===== src/inc/blic_pkg.sv =====
// Constants and carrier types of the board logic interrupt combiner
package blic_pkg;

  // ==========================================================================
  // Bus geometry
  // ==========================================================================
  localparam int unsigned APB_AW     = 12;
  localparam int unsigned APB_DW     = 32;
  localparam int unsigned REG_W      = 8;
  localparam int unsigned NSRC       = 5;

  // ==========================================================================
  // Register indices as printed, byte address is four times the index
  // ==========================================================================
  localparam logic [9:0] IDX_CTRL    = 10'h1e3;
  localparam logic [9:0] IDX_MASK    = 10'h1e4;
  localparam logic [9:0] IDX_STAT    = 10'h1e5;
  localparam logic [9:0] IDX_LIVE    = 10'h1f0;
  localparam logic [9:0] IDX_PEND    = 10'h1f1;

  localparam logic [APB_AW-1:0] ADDR_CTRL = {IDX_CTRL, 2'b00};
  localparam logic [APB_AW-1:0] ADDR_MASK = {IDX_MASK, 2'b00};
  localparam logic [APB_AW-1:0] ADDR_STAT = {IDX_STAT, 2'b00};
  localparam logic [APB_AW-1:0] ADDR_LIVE = {IDX_LIVE, 2'b00};
  localparam logic [APB_AW-1:0] ADDR_PEND = {IDX_PEND, 2'b00};

  // ==========================================================================
  // Field layout
  // ==========================================================================
  localparam int unsigned CTRL_EN_BIT   = 4;
  localparam int unsigned CTRL_SEL_LSB  = 0;
  localparam int unsigned CTRL_SEL_W    = 4;
  localparam logic [3:0]  CTRL_SEL_PASS = 4'h0;
  localparam logic [7:0]  CTRL_WMASK    = 8'h1f;

  localparam int unsigned SRC_TC0    = 0;
  localparam int unsigned SRC_TC1    = 1;
  localparam int unsigned SRC_TC2    = 2;
  localparam int unsigned SRC_SERR   = 3;
  localparam int unsigned SRC_PERR   = 4;

  localparam int unsigned PEND_IRQ_BIT = 7;

  // ==========================================================================
  // Reset values
  // ==========================================================================
  localparam logic [7:0]      RST_CTRL = 8'h00;
  localparam logic [NSRC-1:0] RST_MASK = 5'h00;
  localparam logic [NSRC-1:0] RST_STAT = 5'h00;

  // ==========================================================================
  // Carriers
  // ==========================================================================
  typedef struct packed {
    logic              psel;
    logic              penable;
    logic              pwrite;
    logic [APB_AW-1:0] paddr;
    logic [APB_DW-1:0] pwdata;
    logic [3:0]        pstrb;
  } blic_apb_req_s;

  typedef struct packed {
    logic              pready;
    logic              pslverr;
    logic [APB_DW-1:0] prdata;
  } blic_apb_rsp_s;

endpackage


===== src/logic/blic_sync.sv =====
// Three-stage input synchroniser with agreement filter
`timescale 1ns/100ps

module blic_sync #(
  parameter int unsigned WIDTH = 1
) (
  input  wire logic             clk,
  input  wire logic             nrst,
  input  wire logic [WIDTH-1:0] din,
  output logic      [WIDTH-1:0] dout
);

  typedef struct packed {
    logic [WIDTH-1:0] s1;
    logic [WIDTH-1:0] s2;
    logic [WIDTH-1:0] s3;
    logic [WIDTH-1:0] stable;
  } blic_sync_state_s;

  blic_sync_state_s q;
  blic_sync_state_s d;

  // ==========================================================================
  // Next state: s1 feeds only s2; output follows once s2 and s3 agree
  // ==========================================================================
  always_comb begin
    d        = q;
    d.s1     = din;
    d.s2     = q.s1;
    d.s3     = q.s2;
    d.stable = (q.s2 & q.s3) | (q.stable & (q.s2 ^ q.s3));
  end

  always_ff @(posedge clk) begin
    if (!nrst) begin
      q <= '0;
    end else begin
      q <= d;
    end
  end

  assign dout = q.stable;

endmodule


===== src/logic/blic_top.sv =====
// Board logic interrupt combiner: source latching, masking, APB registers
`timescale 1ns/100ps

// Overview of operation
// - The combined interrupt leaves on the pin wired to host GPIO port 1 bit 6.
// - Control bit 4 is the global enable; 0 blocks the interrupt output, 1 allows it.
// - Control bits 3:0 reset to 0000 and any other value disables the output.
// - The mask decides which latched status bits may raise the output.
// - Mask bit 4 admits the parity error source.
// - Mask bit 3 admits the system error source.
// - Mask bits 2, 1, 0 admit timer 2, timer 1 and timer 0 terminal counts.
// - A timer status bit sets on a 0 to 1 change of its output and sticks.
// - Writing 1 to a status bit clears it; writing 0 leaves it.
// - Status latches regardless of mask, and PERR and SERR assertions latch too.

module blic_top (
  input  wire logic                   clk,
  input  wire logic                   nrst,
  input  wire blic_pkg::blic_apb_req_s apb_req,
  output blic_pkg::blic_apb_rsp_s     apb_rsp,
  input  wire logic                   perr_n,
  input  wire logic                   serr_n,
  input  wire logic [2:0]             timer_out,
  output logic                        irq_to_gpio_port1_bit6
);

  // ==========================================================================
  // State
  // ==========================================================================
  typedef struct packed {
    logic [7:0]                ctrl;
    logic [blic_pkg::NSRC-1:0] mask;
    logic [blic_pkg::NSRC-1:0] stat;
    logic [blic_pkg::NSRC-1:0] lvl_prev;
    logic                      irq;
    logic                      pready;
    logic                      pslverr;
    logic [31:0]               prdata;
  } blic_state_s;

  blic_state_s q;
  blic_state_s d;

  // ==========================================================================
  // Source conditioning
  // ==========================================================================
  logic [blic_pkg::NSRC-1:0] src_raw;
  logic [blic_pkg::NSRC-1:0] src_lvl;

  // PCI error pins are active low; present every source as asserted-high
  always_comb begin
    src_raw                    = '0;
    src_raw[blic_pkg::SRC_TC0]  = timer_out[0];
    src_raw[blic_pkg::SRC_TC1]  = timer_out[1];
    src_raw[blic_pkg::SRC_TC2]  = timer_out[2];
    src_raw[blic_pkg::SRC_SERR] = ~serr_n;
    src_raw[blic_pkg::SRC_PERR] = ~perr_n;
  end

  blic_sync #(
    .WIDTH (blic_pkg::NSRC)
  ) u_sync (
    .clk  (clk),
    .nrst (nrst),
    .din  (src_raw),
    .dout (src_lvl)
  );

  // ==========================================================================
  // Combinational helpers
  // ==========================================================================
  logic                      setup_ph;
  logic                      access_ph;
  logic                      addr_aligned;
  logic                      hit_ctrl;
  logic                      hit_mask;
  logic                      hit_stat;
  logic                      hit_live;
  logic                      hit_pend;
  logic                      addr_hit;
  logic                      wr_lane0;
  logic [blic_pkg::NSRC-1:0] rise;
  logic [blic_pkg::NSRC-1:0] stat_clr;
  logic [blic_pkg::NSRC-1:0] pending;
  logic                      global_en;
  logic                      sel_pass;

  assign setup_ph     = apb_req.psel & ~apb_req.penable;
  assign access_ph    = apb_req.psel & apb_req.penable & q.pready;
  assign addr_aligned = (apb_req.paddr[1:0] == 2'b00);
  assign hit_ctrl     = addr_aligned & (apb_req.paddr == blic_pkg::ADDR_CTRL);
  assign hit_mask     = addr_aligned & (apb_req.paddr == blic_pkg::ADDR_MASK);
  assign hit_stat     = addr_aligned & (apb_req.paddr == blic_pkg::ADDR_STAT);
  assign hit_live     = addr_aligned & (apb_req.paddr == blic_pkg::ADDR_LIVE);
  assign hit_pend     = addr_aligned & (apb_req.paddr == blic_pkg::ADDR_PEND);
  assign addr_hit     = hit_ctrl | hit_mask | hit_stat | hit_live | hit_pend;
  // Registers are eight bits wide, so only byte lane 0 carries a write
  assign wr_lane0     = access_ph & apb_req.pwrite & ~q.pslverr & apb_req.pstrb[0];

  // Rising edge of each conditioned source; PERR/SERR count on assertion
  assign rise = src_lvl & ~q.lvl_prev;

  assign stat_clr = (wr_lane0 & hit_stat) ?
                    apb_req.pwdata[blic_pkg::NSRC-1:0] : '0;

  // Status gated by the mask; bits with mask 0 never reach the output
  assign pending   = q.stat & q.mask;
  assign global_en = q.ctrl[blic_pkg::CTRL_EN_BIT];
  assign sel_pass  = (q.ctrl[blic_pkg::CTRL_SEL_LSB +: blic_pkg::CTRL_SEL_W] ==
                      blic_pkg::CTRL_SEL_PASS);

  // ==========================================================================
  // Next state
  // ==========================================================================
  always_comb begin
    d          = q;
    d.lvl_prev = src_lvl;

    // Latch regardless of mask; a new event wins over a clear in the same cycle
    d.stat = (q.stat & ~stat_clr) | rise;

    // Register writes take effect at the access edge only
    if (wr_lane0 && hit_ctrl) begin
      // Reserved bits are never stored, so they read back as zero
      d.ctrl = apb_req.pwdata[7:0] & blic_pkg::CTRL_WMASK;
    end
    if (wr_lane0 && hit_mask) begin
      d.mask = apb_req.pwdata[blic_pkg::NSRC-1:0];
    end

    // Zero-wait slave: answer is prepared in setup, shown in access
    d.pready  = setup_ph;
    d.pslverr = 1'b0;
    d.prdata  = 32'h0000_0000;
    if (setup_ph) begin
      d.pslverr = ~addr_hit;
      unique case (1'b1)
        hit_ctrl: begin
          d.prdata[7:0] = q.ctrl;
        end
        hit_mask: begin
          d.prdata[blic_pkg::NSRC-1:0] = q.mask;
        end
        hit_stat: begin
          d.prdata[blic_pkg::NSRC-1:0] = q.stat;
        end
        hit_live: begin
          d.prdata[blic_pkg::NSRC-1:0] = src_lvl;
        end
        hit_pend: begin
          d.prdata[blic_pkg::NSRC-1:0]    = pending;
          d.prdata[blic_pkg::PEND_IRQ_BIT] = q.irq;
        end
        default: begin
          d.prdata = 32'h0000_0000;
        end
      endcase
    end

    // Combined level output toward the host GPIO
    d.irq = global_en & sel_pass & (|pending);
  end

  // ==========================================================================
  // State register
  // ==========================================================================
  always_ff @(posedge clk) begin
    if (!nrst) begin
      q.ctrl     <= blic_pkg::RST_CTRL;
      q.mask     <= blic_pkg::RST_MASK;
      q.stat     <= blic_pkg::RST_STAT;
      q.lvl_prev <= '0;
      q.irq      <= 1'b0;
      q.pready   <= 1'b0;
      q.pslverr  <= 1'b0;
      q.prdata   <= 32'h0000_0000;
    end else begin
      q <= d;
    end
  end

  // ==========================================================================
  // Outputs, straight from flip-flops
  // ==========================================================================
  assign apb_rsp.pready  = q.pready;
  assign apb_rsp.pslverr = q.pslverr;
  assign apb_rsp.prdata  = q.prdata;

  assign irq_to_gpio_port1_bit6 = q.irq;

endmodule


===== config.mk =====
export PLATFORM = sky130hd
export DESIGN_NAME = blic_top
export DESIGN_NICKNAME = d
export VERILOG_FILES = /design/src/inc/blic_pkg.sv /design/src/logic/blic_sync.sv /design/src/logic/blic_top.sv
export SDC_FILE = /design/constraint.sdc
export NUM_CORES = 1
export LEC_CHECK = 0
export BUFFER_PORTS_ARGS = -buffer_cell sky130_fd_sc_hd__buf_2
export CORE_MARGIN = 4
export CORE_UTILIZATION = 47
export DETAILED_ROUTE_END_ITERATION = 10
export GPL_TIMING_DRIVEN = 0
export PLACE_DENSITY = 0.9
export SLEW_MARGIN = 40
export SYNTH_ARGS = -nofsm -noshare
export SYNTH_HDL_FRONTEND = slang
export SYNTH_SLANG_ARGS = --single-unit
export TNS_END_PERCENT = 1

===== constraint.sdc =====
create_clock -name clk -period 1.35 [get_ports clk]
set_input_delay 0.2025 -clock clk [delete_from_list [all_inputs] [get_ports clk]]
set_output_delay 0.2025 -clock clk [all_outputs]
set_load 0.02 [all_outputs]

Yosys cells after proc, flatten, opt, wreduce, memory -nomap -nowiden
Cells that the tools add are included.
{ "classes": {"n_addsub": 0, "n_lt_le_gt_ge": 0, "n_bitwise": 33, "reduce_logical": 6, "shift": 0, "div_mod_pow": 0, "n_eq_ne": 5, "mux": 3, "n_mul": 0} }
{ "ops": {"columns": ["cell", "n"], "rows": [
  ["$eq 12x11->1 const B", 5],
  ["$and 5x5->5", 5],
  ["$pmux 5 s5", 1],
  ["$and 1x1->1", 14],
  ["$not 5->5", 2],
  ["$or 5x5->5", 2],
  ["$mux 5", 1],
  ["$not 1->1", 5],
  ["$reduce_or 5->1", 1],
  ["$xor 5x5->5", 1],
  ["$logic_not 4->1", 1],
  ["$or 1x1->1", 4],
  ["$logic_and 1x1->1", 2],
  ["$logic_not 2->1", 1],
  ["$reduce_and 2->1", 1],
  ["$mux 1", 1]
]} }
{ "word_totals": {"rom_bits": 0, "wordCells": 60, "ram_bits": 0, "n_memories": 0, "out_inout_bits": 35, "reg_bits": 73, "latch_bits": 0} }

Longest topological paths before layout
{ "logic_depth": {"depth_word": 10, "ltp_mapped": 6} }

Hierarchy
Synthesis repeated with hierarchy kept, for this count alone.
{ "hier_totals": {"cells_unflattened": 231, "area_unflattened_um2": 2228.4} }
{ "modules_own_cells": {"columns": ["module", "cells_per_inst", "seq_area_each_um2", "instances", "area_each_um2"], "rows": [
  ["blic_top", 174, 580.6, 1, 1565.3],
  ["blic_sync", 57, 400.4, 1, 663.1]
]} }

Least setup slack after synthesis
OpenSTA, ideal clock, no wires.
{ "synth_timing": {"path_type": "input to register", "start": "input apb_req[36] (netlist bit)", "end": "register q[45] (netlist bit)", "path_stages": 5, "setup_slack_ns": 0.097, "arrival_ns": 1.181, "path_buffers": 1, "cell_sequence": "nand4bb_1 -> nor4_2 -> and3b_1 -> buf_4 -> mux2i_1"} }
{ "synth_via": {"elab_chain_cells": 3} }
{ "synth_lines": {"columns": ["element", "line_no", "source"], "rows": [
  ["start: declaration", "blic_top.sv:19", "input wire blic_pkg::blic_apb_req_s apb_req,"],
  ["$eq 12x11->1 or $logic_not 2->1 (tied branches)", "blic_top.sv:92, blic_top.sv:90", null],
  ["$and 1x1->1 *", "blic_top.sv:92", "assign hit_mask = addr_aligned & (apb_req.paddr == blic_pkg::ADDR_MASK);"],
  ["$logic_and 1x1->1 *", "blic_top.sv:127", "if (wr_lane0 && hit_mask) begin"],
  ["end: declaration", "blic_top.sv:41", "blic_state_s q;"]
]} }
Mark *: on every way between the ends. The rest lies on a longest branch, timed or not.
A chain may end at the register's enable or synchronous reset.

Worst setup path in the final report
{ "layout_timing": {"start": "register q, in the netlist apb_rsp[32]", "end": "register q[49] (netlist bit)"} }
{ "layout_via": {"elab_chain_cells": 4} }
{ "layout_lines": {"columns": ["element", "line_no", "source"], "rows": [
  ["$not 1->1", "blic_top.sv:98", "assign wr_lane0 = access_ph & apb_req.pwrite & ~q.pslverr & apb_req.pstrb[0];"],
  ["$and 1x1->1 (2 in a row)", "blic_top.sv:98", null],
  ["$logic_and 1x1->1", "blic_top.sv:127", null]
]} }
No other way between the ends.

==> out/qor.yml <==
routing:
  wl_per_cell_um: 11.8
  vias: 1635
  drt_wl_total_um: 4140
  ant_nets: 0
  dr.first_iter.drc_count: 192
  vias_per_cell: 4.67
  drtPass1Iterations: 4
  drc: 0
run_status:
  failed_checks: "negative setup slack"
  status: "finished with violations"
worst_hold_path:
  min_from: "serr_n"
  hold_path_class: "primary input to register"
  min_to: "u_sync.d[13]$_SDFF_PN0_"
  hold_depth: 2
global_routing:
  busiest_layer: "met2"
  grt_usage_pct: 14.4
  grt_pass1_wl_um: 6810
  grt_max_degree: 18
  antenna_found_initial: 0
  overflow: 0
  grt_use_met3_pct: 5.56
  first_global_vias: 1513
  grt_use_met2_pct: 22.6
  met1_usage_pct: 17.3
setup_path:
  cp-end-kind: "register"
  crit_type: "register to register"
  required_ns: 1.59
  rr_startpoint: "apb_rsp[32]$_SDFF_PN0_"
  r2r_setup_slack_ns: -0.02
  cp_max_fo: 5
  regToRegEndpoint: "q[49]$_SDFFE_PN0P_"
  startpoint: "apb_rsp[32]$_SDFF_PN0_"
  reg2regPathDepth: 5
  critPathSlowestCell: "dfxtp_2"
  crit_chain: "nand4b_1 -> nor4_4 -> and3b_1 -> buf_6 -> mux2i_1"
  startpoint_type: "register"
  critPathArrivalTime_ns: 1.61
  slowest_delay_ns: 0.33
clock_network:
  clock-sinks: 49
  cts_tree: "done"
  clk_latency_ns: 0.31
  clockBufferDepth: 2
  h-tree-depth: 2
  clk_pin_slew_ns: 0.10
  cts_setup_buffers: 0
  cts_made_buffers: 5
  cts_root_buf: "clkbuf_8"
logic_synthesis:
  ys_seq_elements: 49
  synth_area_um2: 2200
  synth_seq_area_share_pct: 44.7
  async_reset_ff_share_pct: 0
  synth_cell_types: 31
  yosysWarnings: 0
  syn_area_per_cell_um2: 9.55
  synth_ff_type: "dfxtp_1"
  synth_edf_count: 0
  syn_inst: 230
timing:
  report.final.slew_viol_count: 0
  timing.final.crit_share_pct: 102
  worst_slack_ns: -0.0216
  min_period_ns: 1.37
  max_freq_ghz: 0.729
  finalSetupViolCount: 1
  max-slew-margin-rel_pct: 60.2
  rsz0062_at_grt: "true"
  fin_skew_ns: 0.00791
  worst_slew_pin_slew_ns: 0.595
  hold_viol_final: 0
power_and_ir_drop:
  swShare_pct: 25.8
  pwr-share-clk_pct: 33.8
  p_leak_nw: 1.23
  p_sw_w: 0.000683
  p_int_w: 0.00196
  pwr_density_cell_nw_per_um2: 1000
  pwr-share-comb_pct: 10.4
  seq_power_share_pct: 55.7
  ir_worst_vdd_mv: 1.01
final_layout:
  drive_above_1_share_pct: 30.5
  fin_area_um2: 2640
  nets: 360
  syn_to_final_growth_pct: 20.2
  stdcell_count: 350
  num_antenna_cells: 0
place:
  post-place-cells: 342
  pre_cts_ws_ns: -0.224
  placedInstanceArea_um2: 2530
  io_buffers: 35
  place.gp.congestion: 0.865
  hpwl_um: 3180
floorplan:
  rows: 24
  start_util_pct: 49.4
  core_area_um2: 4440
  die_y_um: 76.4
  dieArea_um2: 5830
  ios: 93
  fp.dieW_um: 76.4
job:
  maxCapViolCount: 0
## critical path: cells and delay by family, from the launching register on
kind / cells / cell delay (ns)
AND/OR/NAND/NOR: 3 / 0.64
multiplexers: 1 / 0.19
buffers and inverters: 1 / 0.14
flip-flops: 1 / 0.33
## synthesized netlist by cell type, types with 2 or more instances
cell type   n  area share (%)
a21oi_1    11             2.5
a222oi_1    6             2.7
and2_1     19             5.4
and3b_1     2            0.80
buf_4      35              12
clkbuf_1    6             1.0
dfxtp_1    49              45
ha_1        5             2.8
inv_1       5            0.85
mux2_2      5             2.6
mux2i_1    10             4.6
nand2_1    18             3.1
nand3_1     7             1.6
nand4b_1    2            0.80
nand4bb_1   2             1.0
nor2_1     12             2.1
nor2b_1    12             3.4
o21ai_0    11             2.5
## metal layers
layer	vias up	wire, um
met5	-	0
li1	848	-
met4	0	47
met1	725	1790
met2	56	1950
met3	6	345
## placed cells by master, fill, tap and decap left out
cell type   instances
nand4b_1            2
inv_6               1
nor4_4              1
nor2_2              1
nor2_1             12
a21oi_1            11
nand2b_4            1
clkbuf_8            5
buf_6               1
nand3b_1            1
nand3_1             7
dfxtp_2             1
ha_1                5
a222oi_1            6
clkinv_4            1
dfxtp_1            48
mux2_2              5
nor4b_2             1
o21ai_0            11
nand4bb_1           2
conb_1             26
and2_1             19
a22oi_1             1
clkinvlp_4          1
and3b_1             2
xnor2_1             1
nand2b_1            1
buf_2              36
nor4_1              1
nor2b_1            12
clkbuf_1            6
buf_4              34
nand2_1            18
mux2i_1            10
inv_1               5
and3_2              1
nor4b_4             1
## what timing repair did
item,in CTS,in global routing
hold buffers,0,0
endpoints found under the setup margin,5,15
resized for setup,2,2
## flip-flops by register name, summed over array words and instances (netlist names)
signal and count:
apb_rsp 8, u_sync.dout 5, u_sync.d 10, irq_to_gpio_port1_bit6 1
q 19, u_sync.q 5, global_en 1
## stage by stage
stage / hold slack [ns] / total power (W) / util [%] / TNS, ns
4_1_cts: 0.0272 / 0.00266 / 59.1 / -0.123
6_report: 0.0379 / 0.00265 / 59.4 / -0.0216
3_3_place_gp: 0.359 / 0.00177 / 56.9 / -1.53
5_1_grt: 0.0205 / 0.00275 / 59.4 / -0.690
2_1_floorplan: 0.274 / 0.00171 / - / 0
3_5_place_dp: 0.366 / 0.00178 / 56.9 / -2.23
## logic make-up after synthesis
group,after synthesis,synth area share [%]
buffers and inverters,47,14.1
flip-flops,49,44.7
AND/OR/NAND/NOR,83,22.6
XOR/XNOR,1,0.399
other,1,0.171
AO/OA/AOI/OAI,29,8.09
multiplexers,15,7.12
adder cells (fa/ha/maj),5,2.85
## final cells by class
class | instances | area [um^2]
multi-input combinational | 159 | 1010
inverter | 5 | 18.8
timing repair buffer | 35 | 175
fill | 415 | 1810
sequential | 49 | 982
clock inverter | 3 | 25.0
tap | 52 | 65.1
clock buffer | 5 | 68.8
buffer | 42 | 294
## how the worst max path moves through the flow
stage	to	slack (ns)	cells past startpoint
finish	q[49]$_SDFFE_PN0P_	-0.02	5
global route	q[49]$_SDFFE_PN0P_	-0.11	5
detailed placement	q[49]$_SDFFE_PN0P_	-0.22	6
floorplan	q[45]$_SDFFE_PN0P_	0.1	5
CTS	q[49]$_SDFFE_PN0P_	-0.06	5
global placement	q[46]$_SDFFE_PN0P_	-0.13	6
## power groups by stage
stage | Sequential, W | Clock (W) | Combinational [W]
after floorplan | 0.00151 | 0 | 0.000205
after global placement | 0.00151 | 0 | 0.000267
after detailed placement | 0.00151 | 0 | 0.000271
after CTS | 0.00147 | 0.000916 | 0.000272
after global routing | 0.00148 | 0.000969 | 0.000303
final | 0.00147 | 0.000896 | 0.000276
Note: power is estimated with default switching activity, not from simulation.
